--- config.mk ---
export PLATFORM = sky130hd
export DESIGN_NAME = mic_ctrl
export DESIGN_NICKNAME = d
export VERILOG_FILES = /design/src/rtl/mic_pkg.sv /design/src/rtl/mic_ctrl.sv /design/src/rtl/mic_edge_detect.sv /design/src/rtl/mic_prio.sv
export SDC_FILE = /design/constraint.sdc
export NUM_CORES = 1
export LEC_CHECK = 0
export BUFFER_PORTS_ARGS = -buffer_cell sky130_fd_sc_hd__clkbuf_2
export CORE_MARGIN = 3
export CORE_UTILIZATION = 36
export DETAILED_ROUTE_END_ITERATION = 12
export GPL_TIMING_DRIVEN = 0
export PLACE_DENSITY_LB_ADDON = 0.05
export SYNTH_ARGS = -nofsm -noshare
export SYNTH_HDL_FRONTEND = slang
export SYNTH_SLANG_ARGS = --single-unit
--- constraint.sdc ---
create_clock -name pclk -period 1.8 [get_ports pclk]
set_input_delay 0.36 -clock pclk [delete_from_list [all_inputs] [get_ports pclk]]
set_output_delay 0.36 -clock pclk [all_outputs]
set_load 0.02 [all_outputs]
--- src/rtl/mic_pkg.sv ---
// shared constants of the interrupt controller: register map, indices, reset values
package mic_pkg;

    // ==========================================================
    // register byte offsets on the apb bus
    localparam logic [7:0] ADDR_EDGE  = 8'h00;  // edge_select_reg
    localparam logic [7:0] ADDR_CTRL0 = 8'h04;  // ext0/ext1/group0 flags, enables, global enable
    localparam logic [7:0] ADDR_CTRL1 = 8'h08;  // conversion, group1..3
    localparam logic [7:0] ADDR_CTRL2 = 8'h0c;  // serial, ext2/ext3, group4
    localparam logic [7:0] ADDR_GRP0  = 8'h10;  // timer member registers 0..3, one word apart
    localparam logic [7:0] ADDR_GRP4  = 8'h20;  // timebase_eeprom_lvd_irq_ctrl
    localparam logic [7:0] ADDR_STAT  = 8'h24;  // read-only service status
    localparam logic [7:0] ADDR_STEP  = 8'h04;

    // ==========================================================
    // reset values
    localparam logic [7:0] RST_BYTE   = 8'h00;
    localparam logic [31:0] RST_WORD  = 32'h0000_0000;

    // ==========================================================
    // source counts and fixed service order, lowest index first
    localparam int N_EXT    = 4;
    localparam int N_TMR    = 4;
    localparam int N_TOP    = 11;
    localparam int N_SERIAL = 6;
    localparam int IDX_W    = 4;
    localparam int IDX_EXT0 = 0;
    localparam int IDX_EXT1 = 1;
    localparam int IDX_GRP0 = 2;
    localparam int IDX_CONV = 6;
    localparam int IDX_SER  = 7;
    localparam int IDX_EXT2 = 8;
    localparam int IDX_EXT3 = 9;
    localparam int IDX_GRP4 = 10;

    // ==========================================================
    // edge select encodings
    localparam logic [1:0] EDGE_OFF  = 2'h0;
    localparam logic [1:0] EDGE_RISE = 2'h1;
    localparam logic [1:0] EDGE_FALL = 2'h2;
    localparam logic [1:0] EDGE_BOTH = 2'h3;

endpackage

--- src/rtl/mic_ctrl.sv ---
// interrupt controller top: apb registers, flags, gating, service and wake-up
`timescale 1ns/1ps

module mic_ctrl import mic_pkg::*; #(
    parameter int              PC_W     = 13,
    parameter logic [PC_W-1:0] VEC_BASE = 13'h0004,
    parameter logic [PC_W-1:0] VEC_STEP = 13'h0004
) (
    input  wire logic                pclk,
    input  wire logic                presetn,
    input  wire logic [7:0]          paddr,
    input  wire logic                psel,
    input  wire logic                penable,
    input  wire logic                pwrite,
    input  wire logic [31:0]         pwdata,
    output logic      [31:0]         prdata,
    output logic                     pready,
    output logic                     pslverr,
    input  wire logic [N_EXT-1:0]    ext_irq_pin,
    input  wire logic [N_EXT-1:0]    ext_pin_dir_in,
    input  wire logic                conv_done_evt,
    input  wire logic [N_SERIAL-1:0] serial_evt,
    input  wire logic [2*N_TMR-1:0]  tm_match_evt,
    input  wire logic                low_voltage_evt,
    input  wire logic                nvm_write_done_evt,
    input  wire logic                tick0_evt,
    input  wire logic                tick1_evt,
    input  wire logic                core_boundary,
    input  wire logic [PC_W-1:0]     core_pc_next,
    input  wire logic                stack_full,
    input  wire logic                return_from_irq_instr,
    input  wire logic [PC_W-1:0]     stack_top,
    output logic                     stack_push,
    output logic      [PC_W-1:0]     stack_push_data,
    output logic                     stack_pop,
    output logic                     pc_load,
    output logic      [PC_W-1:0]     pc_load_addr,
    output logic                     wake
);

    // ==========================================================
    // state
    logic [7:0]           edge_select_reg_q;
    logic [N_TOP-1:0]     tf_q;          // top-level request flags
    logic [N_TOP-1:0]     te_q;          // top-level enables
    logic                 global_irq_enable_q;
    logic [2*N_TMR-1:0]   tm_f_q;        // timer member flags, {A,P} per timer
    logic [2*N_TMR-1:0]   tm_e_q;
    logic [3:0]           m4_f_q;        // {tick1, tick0, nvm, low voltage}
    logic [3:0]           m4_e_q;
    logic [11:0]          mem_prev_q;
    logic [N_TOP-1:0]     tf_prev_q;
    logic [IDX_W-1:0]     svc_idx_q;
    logic                 pready_q, pslverr_q;
    logic [31:0]          prdata_q;
    logic                 stack_push_q, stack_pop_q, pc_load_q, wake_q;
    logic [PC_W-1:0]      push_data_q, load_addr_q;

    // ==========================================================
    // apb decode; one wait state so read data is registered
    logic       acc, wr, rd_done;
    logic [7:0] rd_byte;
    logic       hit;
    assign acc     = psel & penable & pready_q;
    assign wr      = acc & pwrite;
    assign rd_done = psel & penable & ~pready_q;

    logic w_edge, w_c0, w_c1, w_c2, w_g4;
    logic [N_TMR-1:0] w_tm;
    assign w_edge = wr && paddr == ADDR_EDGE;
    assign w_c0   = wr && paddr == ADDR_CTRL0;
    assign w_c1   = wr && paddr == ADDR_CTRL1;
    assign w_c2   = wr && paddr == ADDR_CTRL2;
    assign w_g4   = wr && paddr == ADDR_GRP4;

    // ==========================================================
    // event sources
    logic [N_EXT-1:0] ext_evt, ext_arm;
    // pin acts only when enabled and an input
    assign ext_arm = {te_q[IDX_EXT3], te_q[IDX_EXT2], te_q[IDX_EXT1], te_q[IDX_EXT0]} & ext_pin_dir_in;

    mic_edge_detect #(
        .N (N_EXT)
    ) u_edge (
        .pclk    (pclk),
        .presetn (presetn),
        .pin     (ext_irq_pin),
        .sel     (edge_select_reg_q),
        .arm     (ext_arm),
        .evt     (ext_evt)
    );

    // member rises feed both the group flags and the wake-up
    logic [11:0] mem_now, mem_rise;
    logic [4:0]  grp_set;
    assign mem_now  = {m4_f_q, tm_f_q};
    assign mem_rise = mem_now & ~mem_prev_q;
    // group set on any member rising
    for (genvar t = 0; t < N_TMR; t++) begin : g_grp
        assign grp_set[t] = |mem_rise[2*t+1:2*t];
    end
    assign grp_set[4] = |mem_rise[11:8];

    logic [N_TOP-1:0] tf_set;
    // hardware set terms, serial conditions ored
    assign tf_set = {grp_set[4], ext_evt[3:2], |serial_evt, conv_done_evt, grp_set[3:0], ext_evt[1:0]};

    // ==========================================================
    // arbitration and take decision
    logic [N_TOP-1:0] pend;
    logic             pv;
    logic [IDX_W-1:0] pidx;
    logic             take;
    logic [PC_W-1:0]  vec;
    assign pend = tf_q & te_q;

    mic_prio #(
        .N (N_TOP)
    ) u_prio (
        .req   (pend),
        .valid (pv),
        .idx   (pidx)
    );

    // global enable and stack room both required
    assign take = global_irq_enable_q & pv & ~stack_full & core_boundary & ~return_from_irq_instr;
    assign vec  = VEC_BASE + PC_W'(PC_W'(pidx) * VEC_STEP);

    // ==========================================================
    // edge select register
    always_ff @(posedge pclk or negedge presetn) begin
        if (!presetn) begin
            edge_select_reg_q <= RST_BYTE;
        end else if (w_edge) begin
            edge_select_reg_q <= pwdata[7:0];
        end
    end

    // ==========================================================
    // top-level flags: service clear, then write, then set on top
    logic [N_TOP-1:0] sw_fm, sw_fv, svc_clr, tf_d;
    always_comb begin
        sw_fm = '0;
        sw_fv = '0;
        if (w_c0) begin
            sw_fm[2:0] = '1;
            sw_fv[2:0] = pwdata[6:4];
        end
        if (w_c1) begin
            sw_fm[6:3] = '1;
            sw_fv[6:3] = pwdata[7:4];
        end
        if (w_c2) begin
            sw_fm[10:7] = '1;
            sw_fv[10:7] = pwdata[7:4];
        end
        // only the served top flag is cleared
        svc_clr = '0;
        if (take) begin
            svc_clr[pidx] = 1'b1;
        end
        // flags latch regardless of global enable; set wins
        tf_d = ((sw_fm & sw_fv) | (~sw_fm & tf_q & ~svc_clr)) | tf_set;
    end

    always_ff @(posedge pclk or negedge presetn) begin
        if (!presetn) begin
            tf_q <= '0;
        end else begin
            tf_q <= tf_d;
        end
    end

    // ==========================================================
    // top-level enables
    always_ff @(posedge pclk or negedge presetn) begin
        if (!presetn) begin
            te_q <= '0;
        end else begin
            if (w_c0) begin
                te_q[2:0] <= pwdata[3:1];
            end
            if (w_c1) begin
                te_q[6:3] <= pwdata[3:0];
            end
            if (w_c2) begin
                te_q[10:7] <= pwdata[3:0];
            end
        end
    end

    // ==========================================================
    // global enable; a software write in the take cycle wins,
    // since it is the later intent of the running program
    always_ff @(posedge pclk or negedge presetn) begin
        if (!presetn) begin
            global_irq_enable_q <= 1'b0;
        end else if (w_c0) begin
            global_irq_enable_q <= pwdata[0];
        end else if (take) begin
            global_irq_enable_q <= 1'b0;
        end
    end

    // ==========================================================
    // timer member registers, one per timer
    // members are never touched by service
    for (genvar t = 0; t < N_TMR; t++) begin : g_tm
        always_ff @(posedge pclk or negedge presetn) begin
            if (!presetn) begin
                tm_f_q[2*t+1:2*t] <= 2'h0;
                tm_e_q[2*t+1:2*t] <= 2'h0;
            end else begin
                if (w_tm[t]) begin
                    tm_f_q[2*t+1:2*t] <= pwdata[5:4] | tm_match_evt[2*t+1:2*t];
                    tm_e_q[2*t+1:2*t] <= pwdata[1:0];
                end else begin
                    tm_f_q[2*t+1:2*t] <= tm_f_q[2*t+1:2*t] | tm_match_evt[2*t+1:2*t];
                end
            end
        end
        assign w_tm[t] = wr && paddr == ADDR_GRP0 + 8'(t) * ADDR_STEP;
    end

    // ==========================================================
    // group four members: flags bits 7..4, enables bits 3..0
    logic [3:0] m4_set;
    assign m4_set = {tick1_evt, tick0_evt, nvm_write_done_evt, low_voltage_evt};
    always_ff @(posedge pclk or negedge presetn) begin
        if (!presetn) begin
            m4_f_q <= RST_BYTE[7:4];
            m4_e_q <= RST_BYTE[3:0];
        end else if (w_g4) begin
            m4_f_q <= pwdata[7:4] | m4_set;
            m4_e_q <= pwdata[3:0];
        end else begin
            m4_f_q <= m4_f_q | m4_set;
        end
    end

    // ==========================================================
    // history for rise detection of every flag
    always_ff @(posedge pclk or negedge presetn) begin
        if (!presetn) begin
            mem_prev_q <= '0;
            tf_prev_q  <= '0;
        end else begin
            mem_prev_q <= mem_now;
            tf_prev_q  <= tf_q;
        end
    end

    // wake on any low-to-high, enables ignored
    // a flag preset before sleep cannot rise, so it stays quiet
    always_ff @(posedge pclk or negedge presetn) begin
        if (!presetn) begin
            wake_q <= 1'b0;
        end else begin
            wake_q <= |mem_rise | |(tf_q & ~tf_prev_q);
        end
    end

    // ==========================================================
    // core side: push and vector, or pop on return
    always_ff @(posedge pclk or negedge presetn) begin
        if (!presetn) begin
            stack_push_q <= 1'b0;
            stack_pop_q  <= 1'b0;
            pc_load_q    <= 1'b0;
            push_data_q  <= '0;
            load_addr_q  <= '0;
            svc_idx_q    <= '0;
        end else begin
            stack_push_q <= take;
            stack_pop_q  <= return_from_irq_instr;
            pc_load_q    <= take | return_from_irq_instr;
            if (return_from_irq_instr) begin
                load_addr_q <= stack_top;
            end else if (take) begin
                load_addr_q <= vec;
                push_data_q <= core_pc_next;
                svc_idx_q   <= pidx;
            end
        end
    end

    // ==========================================================
    // apb read mux; unmapped offsets answer with an error
    always_comb begin
        hit     = 1'b1;
        rd_byte = 8'h00;
        unique case (paddr)
            ADDR_EDGE:  rd_byte = edge_select_reg_q;
            ADDR_CTRL0: rd_byte = {1'b0, tf_q[2:0], te_q[2:0], global_irq_enable_q};
            ADDR_CTRL1: rd_byte = {tf_q[6:3], te_q[6:3]};
            ADDR_CTRL2: rd_byte = {tf_q[10:7], te_q[10:7]};
            8'h10:      rd_byte = {2'h0, tm_f_q[1:0], 2'h0, tm_e_q[1:0]};
            8'h14:      rd_byte = {2'h0, tm_f_q[3:2], 2'h0, tm_e_q[3:2]};
            8'h18:      rd_byte = {2'h0, tm_f_q[5:4], 2'h0, tm_e_q[5:4]};
            8'h1c:      rd_byte = {2'h0, tm_f_q[7:6], 2'h0, tm_e_q[7:6]};
            ADDR_GRP4:  rd_byte = {m4_f_q, m4_e_q};
            ADDR_STAT:  rd_byte = {pv, stack_full, 2'h0, svc_idx_q};
            default:    hit = 1'b0;
        endcase
    end

    always_ff @(posedge pclk or negedge presetn) begin
        if (!presetn) begin
            pready_q  <= 1'b0;
            pslverr_q <= 1'b0;
            prdata_q  <= RST_WORD;
        end else begin
            pready_q  <= rd_done;
            pslverr_q <= rd_done & ~hit;
            if (rd_done && !pwrite) begin
                prdata_q <= {24'h0, rd_byte};
            end
        end
    end

    assign prdata          = prdata_q;
    assign pready          = pready_q;
    assign pslverr         = pslverr_q;
    assign stack_push      = stack_push_q;
    assign stack_push_data = push_data_q;
    assign stack_pop       = stack_pop_q;
    assign pc_load         = pc_load_q;
    assign pc_load_addr    = load_addr_q;
    assign wake            = wake_q;

    // ==========================================================
    // checks
    property p_conv_set;
        @(posedge pclk) disable iff (!presetn) conv_done_evt |=> tf_q[IDX_CONV];
    endproperty
    a_conv_set: assert property (p_conv_set) else $error("conversion flag not set");

    property p_gate;
        @(posedge pclk) disable iff (!presetn) !global_irq_enable_q |=> !stack_push_q;
    endproperty
    a_gate: assert property (p_gate) else $error("service while globally disabled");

    property p_enabled;
        @(posedge pclk) disable iff (!presetn) take |-> te_q[pidx] && tf_q[pidx];
    endproperty
    a_enabled: assert property (p_enabled) else $error("disabled source serviced");

    property p_push;
        @(posedge pclk) disable iff (!presetn)
            take |=> stack_push_q && pc_load_q && pc_load_addr == $past(vec) && stack_push_data == $past(core_pc_next);
    endproperty
    a_push: assert property (p_push) else $error("push or vector wrong");

    property p_ret;
        @(posedge pclk) disable iff (!presetn)
            return_from_irq_instr |=> stack_pop_q && pc_load_q && !stack_push_q && pc_load_addr == $past(stack_top);
    endproperty
    a_ret: assert property (p_ret) else $error("return did not pop");

    property p_gie_clr;
        @(posedge pclk) disable iff (!presetn) take && !w_c0 |=> !global_irq_enable_q;
    endproperty
    a_gie_clr: assert property (p_gie_clr) else $error("global enable kept");

    property p_stack;
        @(posedge pclk) disable iff (!presetn) stack_full |=> !stack_push_q;
    endproperty
    a_stack: assert property (p_stack) else $error("push with full stack");

    property p_wake;
        @(posedge pclk) disable iff (!presetn) conv_done_evt && !tf_q[IDX_CONV] |=> ##1 wake_q;
    endproperty
    a_wake: assert property (p_wake) else $error("no wake on flag rise");

    property p_grp;
        @(posedge pclk) disable iff (!presetn) tm_match_evt[0] && !tm_f_q[0] |=> tm_f_q[0] ##1 tf_q[IDX_GRP0];
    endproperty
    a_grp: assert property (p_grp) else $error("group flag not set");

endmodule

--- src/rtl/mic_edge_detect.sv ---
// external pin synchronisers and selectable edge detection
`timescale 1ns/1ps

module mic_edge_detect import mic_pkg::*; #(
    parameter int N = 4
) (
    input  wire logic           pclk,
    input  wire logic           presetn,
    input  wire logic [N-1:0]   pin,
    input  wire logic [2*N-1:0] sel,
    input  wire logic [N-1:0]   arm,
    output logic      [N-1:0]   evt
);

    // ==========================================================
    // per pin: two-stage sync, then a history flop for edges
    for (genvar i = 0; i < N; i++) begin : g_pin
        logic s1_q, s2_q, prev_q;
        logic [1:0] mode;
        always_ff @(posedge pclk or negedge presetn) begin
            if (!presetn) begin
                s1_q   <= 1'b0;
                s2_q   <= 1'b0;
                prev_q <= 1'b0;
            end else begin
                s1_q   <= pin[i];
                s2_q   <= s1_q;
                prev_q <= s2_q;
            end
        end
        assign mode = sel[2*i+1:2*i];
        always_comb begin
            unique case (mode)
                EDGE_OFF:  evt[i] = 1'b0;
                EDGE_RISE: evt[i] = arm[i] & s2_q & ~prev_q;
                EDGE_FALL: evt[i] = arm[i] & ~s2_q & prev_q;
                EDGE_BOTH: evt[i] = arm[i] & (s2_q ^ prev_q);
            endcase
        end
    end

endmodule

--- src/rtl/mic_prio.sv ---
// fixed priority pick: lowest index of the pending set wins
`timescale 1ns/1ps

module mic_prio import mic_pkg::*; #(
    parameter int N = N_TOP
) (
    input  wire logic [N-1:0]     req,
    output logic                  valid,
    output logic      [IDX_W-1:0] idx
);

    // ==========================================================
    // scan from the top down so the lowest index is left standing
    // fixed service order
    always_comb begin
        valid = |req;
        idx   = '0;
        for (int i = N - 1; i >= 0; i--) begin
            if (req[i]) begin
                idx = IDX_W'(i);
            end
        end
    end

endmodule

Yosys cells after proc, flatten, opt, wreduce, memory -nomap -nowiden --
Index checks and enable logic that the tools add are counted. Widths: inputs -> output; s select.
Operators by class: order comparisons 2, bitwise logic cells 70, reductions and logical operators 30, multiplexer cells 35, equal/unequal tests 21, shifts and indexed selects 0, add/subtract/negate cells 1, multiply operators 0, div/mod/pow operators 0
Operator list (count):
- $pmux 8 s10 | 1
- $mux 4 | 16
- $and 11x11->11 | 5
- $not 11->11 | 3
- $eq 8x5->1 const B | 4
- $and 1x1->1 | 29
- $mux 13 | 2
- $or 11x11->11 | 2
- $reduce_or 11->1 | 2
- $eq 2x2->1 const B | 8
- $eq 8x4->1 const B | 2
- $eq 8x6->1 const B | 2
- $or 2x2->2 | 8
- $pmux 1 s4 | 4
- $and 12x12->12 | 1
- $not 1->1 | 12
- $not 12->12 | 1
- $reduce_or 12->1 | 1
- $logic_and 1x1->1 | 11
- $mux 11 | 1
- $reduce_or 10->1 | 1
- $eq 2x1->1 const B | 4
- $eq 8x3->1 const B | 1
- $logic_not 2->1 | 4
- other kinds (18) | 34
Storage, ports and cells: register bits 134, ROM bits 0, RAM bits 0, memories kept 0, latch bits 0, output and inout port bits 64

Depth between registers and ports, before layout --
Gate-level depths: netlist of run 1.
word-level depth 21, depth in mapped cells 9, depth with buffers taken out 9

Cells and area by module --
Synthesis of run 1 repeated with hierarchy kept, for this count alone.
Second synthesis, totals: cells, all modules 533, area total of the unflattened synthesis 6293.5 um^2
By module, submodules not included:
- mic_ctrl | sequential area each 3052.9 um^2, cells each 490, times used 1, area each 5795.6 um^2
- mic_edge_detect | sequential area each 300.3 um^2, cells each 24, times used 1, area each 385.4 um^2
- mic_prio | sequential area each 0.0 um^2, cells each 19, times used 1, area each 112.6 um^2

Worst setup path after synthesis of run 1 --
No wires, ideal clock.
path kind reg2reg, start point register pready_q, in the netlist pready, end point register prdata_q[3], in the netlist prdata[3], buffers on the path 2, path slack 14 ps, required time 1696 ps, setup time 104 ps, stages on the path, launching flop included 6, arrival time 1682 ps, cell sequence dfrtp_1 or3_1 buf_6 or3_1 buf_6 o41ai_2
Between the ends: word-level cells in the longest chain between the ends 3
RTL lines:
- from (decl) | line mic_ctrl.sv:54 | logic pready_q, pslverr_q;
- from (signal assigned) | line mic_ctrl.sv:313 | pready_q <= rd_done;
- $not 1->1 | line mic_ctrl.sv:66 | assign rd_done = psel & penable & ~pready_q;
- $and 1x1->1 | line mic_ctrl.sv:66
- $logic_and 1x1->1 | line mic_ctrl.sv:315 | if (rd_done && !pwrite) begin
- to (signal assigned) | line mic_ctrl.sv:316 | prdata_q <= {24'h0, rd_byte};
- to (decl) | line mic_ctrl.sv:55 | logic [31:0] prdata_q;
No other way between the ends. A chain may end at the register's enable or synchronous reset.

Worst setup path in the final report of run 1 --
start point register tf_q[5], end point register push_data_q[2], in the netlist stack_push_data[2]
Between the ends: word-level cells in the longest chain between the ends 7
RTL lines:
- from (decl) | line mic_ctrl.sv:44 | logic [N_TOP-1:0] tf_q;
- from (signal assigned) | line mic_ctrl.sv:170 | tf_q <= tf_d;
- $and 11x11->11 | line mic_ctrl.sv:115 | assign pend = tf_q & te_q;
- $reduce_or 11->1 | line mic_prio.sv:16 | valid = |req;
- $and 1x1->1 (4 in series) | line mic_ctrl.sv:126 | assign take = global_irq_enable_q & pv & ~stack_full & core_boundary & ~return_from_irq_instr;
- $reduce_and 2->1 (no line)
- to (signal assigned) | line mic_ctrl.sv:281 | push_data_q <= core_pc_next;
- to (decl) | line mic_ctrl.sv:57 | logic [PC_W-1:0] push_data_q, load_addr_q;
No other way between the ends.

==> flow_summary.yaml, run 1 <==
run_status:
  status: "finished, violations left"
  violations: "setup timing"
final_layout:
  syn_to_final_growth_pct: 32.86
  fin_nets: 868
  diodes: 0
  drive_gt1_share_pct: 38.02
  multi_input_area_um2: 2776
  fillCellCount: 1578
  seq_area_um2: 3371
worst_setup_path:
  cp-end-kind: "flip-flop"
  crit_required_ns: 2.10
  arrival_ns: 2.18
  worstSetupPathType: "flip-flop to flip-flop"
  critical_path.max_fanout: 6
  start_kind: "flip-flop"
timing:
  fin_crit_sh_pct: 104.2
  max_freq_mhz: 533.2
  drv_slew: 0
  hold_violations: 0
  hold_slack_ns: 0.04073
  grt_setup_unrepaired: "true"
  min_period_ns: 1.876
  setup_viol: 16
  max_slew_margin_pct: 51.32
  final.setup_skew_ns: 0.01173
  fin_ws_ns: -0.07556
  tightest_slew_ns: 0.7302
routing:
  num_vias: 5045
  wl_met1_um: 8408
  wl_met2_um: 8716
  via_per_inst: 5.065
  routed_wl_um: 18620
  met3_length_um: 1088
  drtIter0Drc: 338
  drt-pass1-iter-count: 5
  topRoutingLayerUsed: "met4"
  drc: 0
  ant_nets: 0
  wl_per_cell_um: 18.69
global_routing:
  grt_pass1_wl_um: 28270
  grt-ovfl-total: 0
  grt_pass1_vias: 4955
  antenna_found_initial: 0
  grt_use_total_pct: 20.07
  grt_max_degree: 95
cts:
  clock-sinks: 134
  h-tree-depth: 4
  root_buffer: "clkbuf_16"
  clk_latency_ns: 0.43
  clk_pin_slew_ns: 0.06
  clockBufferDepth: 2
  cts_tree: "yes"
  numCtsBuffers: 17
floorplanning:
  core_area_um2: 16820
  die_area_um2: 19030
  io-pin-count: 165
  initial_utilization_pct: 37.26
  die_w_um: 137.9
  num_rows: 47
  die_y_um: 137.9
place:
  portBuffers: 113
  dpl.hpwl_um: 13710
  dp_slack_ns: -0.4141
  gp_congestion: 0.8586
yosys:
  syn_area_um2: 6267
  ys_ff_latch: 134
  synth_edf_count: 0
  seq_area_frac_synth_pct: 53.50
  synth.distinct_cells: 72
  ys.flop_type: "dfrtp_1"
  syn_area_per_cell_um2: 10.82
  ys_async_sr_fraction_pct: 100.0
  synth_cells: 579
  yosys_warnings: 0
pwr:
  clkPwrFrac_pct: 49.9
  intPower_mw: 5.571
  p_per_area_nw_per_um2: 874.5
  p_seq_share_pct: 42.5
  pwr-share-comb_pct: 7.6
  ir_drop_uv: 639.6
  power.switching_mw: 1.711
  p_leak_nw: 4.094
  p_sw_share_pct: 23.49
  power_mw: 7.282
worst_hold_path:
  hp-class: "input pin to flip-flop"
job:
  max-cap-violations: 0
-- per-layer routing --
metal | GRT usage, % | up-vias
met5 | 0 | -
met4 | 7.355 | 0
met3 | 5.044 | 32
met2 | 32.10 | 168
met1 | 26.47 | 2482
li1 | - | 2363
-- per-stage QoR --
stage / util (%) / area [um2] / std cells / setup TNS (ns)
after floorplan: - / 6354 / 602 / 0
after global placement: 42.78 / 7194 / 935 / -257.85
after detailed placement: 42.99 / 7231 / 936 / -18.75
after CTS: 48.20 / 8107 / 986 / -0.1086
after global routing: 49.51 / 8327 / 996 / -3.531
final: 49.51 / 8327 / 996 / -0.9317
-- power by group through the flow --
stage          logic [mW]  registers, mW  clock network, mW
2_1_floorplan       0.233           3.19                  0
3_3_place_gp        0.519           3.15                  0
3_5_place_dp        0.535           3.15                  0
4_1_cts             0.544           3.10               3.71
5_1_grt             0.610           3.10               3.85
6_report            0.552           3.10               3.64
-- cell families after synthesis --
group	Yosys count	synth area share, %
buffers and inverters	80	6.927
other	1	0.05983
adder cells (fa/ha/maj)	4	0.7986
multiplexers	58	10.66
flip-flops	134	53.50
AO/OA/AOI/OAI	117	13.48
XOR/XNOR	1	0.1398
AND/OR/NAND/NOR	184	14.43
-- timing repair --
action                                  in CTS  in global routing
pin swaps                                    5                 14
endpoints found under the setup margin      59                 62
gates resized for setup                     36                 46
gates cloned                                 0                  1
hold buffers                                 1                  0
setup buffers                               17                  9
hold endpoints to repair                    40                  0
-- worst paths after layout --
| path | startpoint | depth (start not counted) | end | slack [ns] |
|---|---|---|---|---|
| max | tf_q[5] | 6 | stack_push_data[2] | -0.08 |
| min | ext_irq_pin[1] | 1 | u_edge.g_pin[1].s1_q | 0.04 |
| max reg2reg | tf_q[5] | 6 | stack_push_data[2] | -0.08 |
| min reg2reg | u_edge.g_pin[0].s1_q | 0 | u_edge.g_pin[0].s2_q | 0.35 |
| max in group asynchronous | presetn | 3 | te_q[7] | 0.57 |
| min in group asynchronous | presetn | 2 | stack_push_data[2] | 0.43 |
-- cell usage in the layout (no fill, tap or decap), drive strengths merged, types with 3 or more instances in the layout --
cell type  instances
a22o               4
bufinv             3
conb              24
o211ai             5
mux2i             15
dfrtp            134
a211o             10
nand3             13
a221o              3
a22oi             11
mux2              40
clkinvlp           3
nand3b             9
inv               35
mux4               3
o21ai             36
a31o               3
nor2              26
a32oi              4
clkbuf           141
ha                 4
nor2b              7
nand2            100
buf               69
nand4              3
a21oi             10
nor3               7
o22ai              8
-- synthesized netlist by cell type, types with 5 or more instances --
cell | n | area share [%]
inv_1 | 32 | 1.9
nor2b_1 | 7 | 0.70
o211ai_1 | 5 | 0.60
o22ai_1 | 8 | 0.80
nand3b_1 | 9 | 1.1
buf_2 | 11 | 0.88
nand3_1 | 13 | 1.0
a211o_1 | 10 | 1.4
clkbuf_1 | 5 | 0.30
buf_4 | 28 | 3.4
o21ai_1 | 19 | 1.5
o21ai_0 | 16 | 1.3
mux2_1 | 30 | 5.4
mux2i_1 | 15 | 2.4
mux2_2 | 10 | 1.8
a22oi_1 | 9 | 1.1
nand2_1 | 100 | 6.0
dfrtp_1 | 134 | 54
a21oi_1 | 10 | 0.80
nor2_1 | 21 | 1.3
nor3_1 | 5 | 0.40
-- worst max-delay path, stage by stage, from the launching register on --
cell and delay (ns):
dfrtp_2 0.47, a22oi_2 0.26, nand4_1 0.14, buf_6 0.16, o21ai_4 0.23, buf_6 0.18
mux2_4 0.31
-- sequential cells by signal, summed over array words and instances (netlist names), 11 cells and up --
signal           count
pc_load_addr        13
stack_push_data     13
mem_prev_q          12
te_q                11
tf_prev_q           11
tf_q                11
-- area by class of cell --
type / instances / area share, %
Tap cell: 220 / 3.306
Buffer: 47 / 3.952
Clock inverter: 10 / 1.728
Inverter: 33 / 1.488
Clock buffer: 22 / 5.695
Timing Repair Buffer: 142 / 10.01
Sequential cell: 134 / 40.48
Multi-Input combinational cell: 388 / 33.34
Power figures use the tool's default switching activity.
==> run 2: changes to the inputs <==
--- a/config.mk
+++ b/config.mk
@@ -9,7 +9,6 @@
 export CORE_MARGIN = 3
 export CORE_UTILIZATION = 36
 export DETAILED_ROUTE_END_ITERATION = 12
-export GPL_TIMING_DRIVEN = 0
 export PLACE_DENSITY_LB_ADDON = 0.05
 export SYNTH_ARGS = -nofsm -noshare
 export SYNTH_HDL_FRONTEND = slang
==> run 2 against run 1 <==
Compared with the run above:
- the run still ends with setup timing left
- first-iteration DRC count down 5.3%
- flip-flop and latch count is the same
- worst hold slack barely moved
- via count is 1.8% higher
- wire length grew 1.6%
- cell area grew 2.8%
- total power shrank 5.8%
- die area did not move
- highest routed layer unchanged
==> flow_summary.yaml, run 2 (synthesis gave the netlist of run 1 again) <==
timing:
  tightest_slew_ns: 0.5251
  max_freq_mhz: 544.8
  drv_slew: 0
  grt_setup_unrepaired: "true"
  min_period_ns: 1.835
  fin_crit_sh_pct: 102.0
  final.setup_skew_ns: 0.01043
  max_slew_margin_pct: 64.99
  setup_viol: 13
  fin_ws_ns: -0.03543
  hold_violations: 0
global_routing:
  grt_max_degree: 38
  grt_pass1_wl_um: 28280
  grt_use_total_pct: 20.19
  use_met2_pct: 32.78
  antenna_found_initial: 0
  grt_pass1_vias: 5009
  grt-ovfl-total: 0
  grt-busiest-layer: "met2"
  met3_usage_pct: 4.390
  grtUsageMet1_pct: 26.70
floorplanning:
  num_rows: 47
  die_y_um: 137.9
  core_area_um2: 16820
  die_w_um: 137.9
  die_area_um2: 19030
  io-pin-count: 165
  initial_utilization_pct: 37.26
cts:
  clk_latency_ns: 0.43
  cts_tree: "yes"
  root_buffer: "clkbuf_16"
  numCtsBuffers: 17
  clk_pin_slew_ns: 0.06
  clock-sinks: 134
  h-tree-depth: 4
  clockBufferDepth: 2
routing:
  drtIter0Drc: 320
  drt-pass1-iter-count: 5
  drc: 0
  via_per_inst: 4.981
  routed_wl_um: 18920
  num_vias: 5135
  wl_per_cell_um: 18.35
  ant_nets: 0
final_layout:
  diodes: 0
  fin_nets: 903
  syn_to_final_growth_pct: 36.53
  fillCellCount: 1594
  drive_gt1_share_pct: 39.09
  seq_area_um2: 3358
  layout_commonest_cell: "dfrtp_1"
  stdcell_count: 1031
  multi_input_area_um2: 2733
  final_cell_mix: "dfrtp_1 (130), clkbuf_2 (115), nand2_1 (96)"
worst_setup_path:
  crit_required_ns: 2.10
  r2r_cells: 6
  worstSetupPathType: "flip-flop to flip-flop"
  worstReg2RegEnd: "stack_push_data[9]"
  arrival_ns: 2.14
  r2r_slack_ns: -0.04
  critical_path.max_fanout: 8
  r2r_start: "tf_q[7]"
  cp-end-kind: "flip-flop"
  start_kind: "flip-flop"
  cp-startpoint: "tf_q[7]"
pwr:
  p_leak_nw: 4.272
  power_mw: 6.863
  ir_drop_uv: 674.7
  p_per_area_nw_per_um2: 802.0
run_status:
  status: "finished, violations left"
  violations: "setup timing"
worst_hold_path:
  hold_start: "ext_irq_pin[1]"
  hp-class: "input pin to flip-flop"
  min_path_cells: 1
  whs_endpoint: "u_edge.g_pin[1].s1_q"
place:
  gp_congestion: 0.8767
  dpl.hpwl_um: 14410
  placedCellCount: 988
  portBuffers: 116
job:
  max-cap-violations: 0
-- run 2: cell type report --
cell class              count  share of cell area, %
flip-flops and latches    134                  39.25
repair buffers            224                  17.88
inverters                  33                  1.448
clock buffers              23                  5.352
multi-input cells         388                  31.93
clock inverters             9                 0.9212
well taps                 220                  3.217
-- run 2: worst max path at each step --
stage,endpoint,cells after the start
2_1_floorplan,prdata[3],5
4_1_cts,pc_load_addr[2],6
6_report,stack_push_data[9],6
3_3_place_gp,prdata[4],7
3_5_place_dp,prdata[4],7
5_1_grt,tf_q[3],8
-- run 2: per-layer routing --
layer | part of all wire [%] | up-vias
li1 | - | 2443
met1 | 46 | 2517
met2 | 48 | 154
met3 | 5.0 | 21
met4 | 1.9 | 0
met5 | 0 | -
-- run 2: power by group --
group          total [mW]  switching (mW)  internal (mW)
registers            3.09          0.0282           3.07
clock network        3.21            1.29           1.92
logic               0.561           0.347          0.214
-- run 2: per-stage QoR --
stage | setup WS, ns | area, um2 | utilization (%) | setup TNS [ns] | hold slack, ns
floorplan | 0.01414 | 6354 | - | 0 | 0.06441
global placement | -0.2887 | 7709 | 45.83 | -3.090 | 0.2837
detailed placement | -0.3090 | 7709 | 45.83 | -3.979 | 0.2922
CTS | -0.08703 | 8372 | 49.78 | -0.5854 | 0.02743
global route | -0.1052 | 8557 | 50.88 | -1.768 | 0.02346
finish | -0.03543 | 8557 | 50.88 | -0.2873 | 0.04106
-- run 2: worst max-delay path, cell delays in order, from the launching register on --
cell and delay (ns):
dfrtp_2 0.45, buf_6 0.13, a22oi_2 0.15, nand4_1 0.21, o21ai_4 0.26, clkbuf_16 0.21, mux2_4 0.30
-- run 2: what timing repair did --
item | 4_1_cts | 5_1_grt
hold endpoints to repair | 34 | 0
buffers inserted | 5 | 4
hold buffers | 1 | 0
resized for setup | 20 | 40
endpoints found under the setup margin | 34 | 53
pin swaps | 7 | 15
gates cloned | 0 | 1
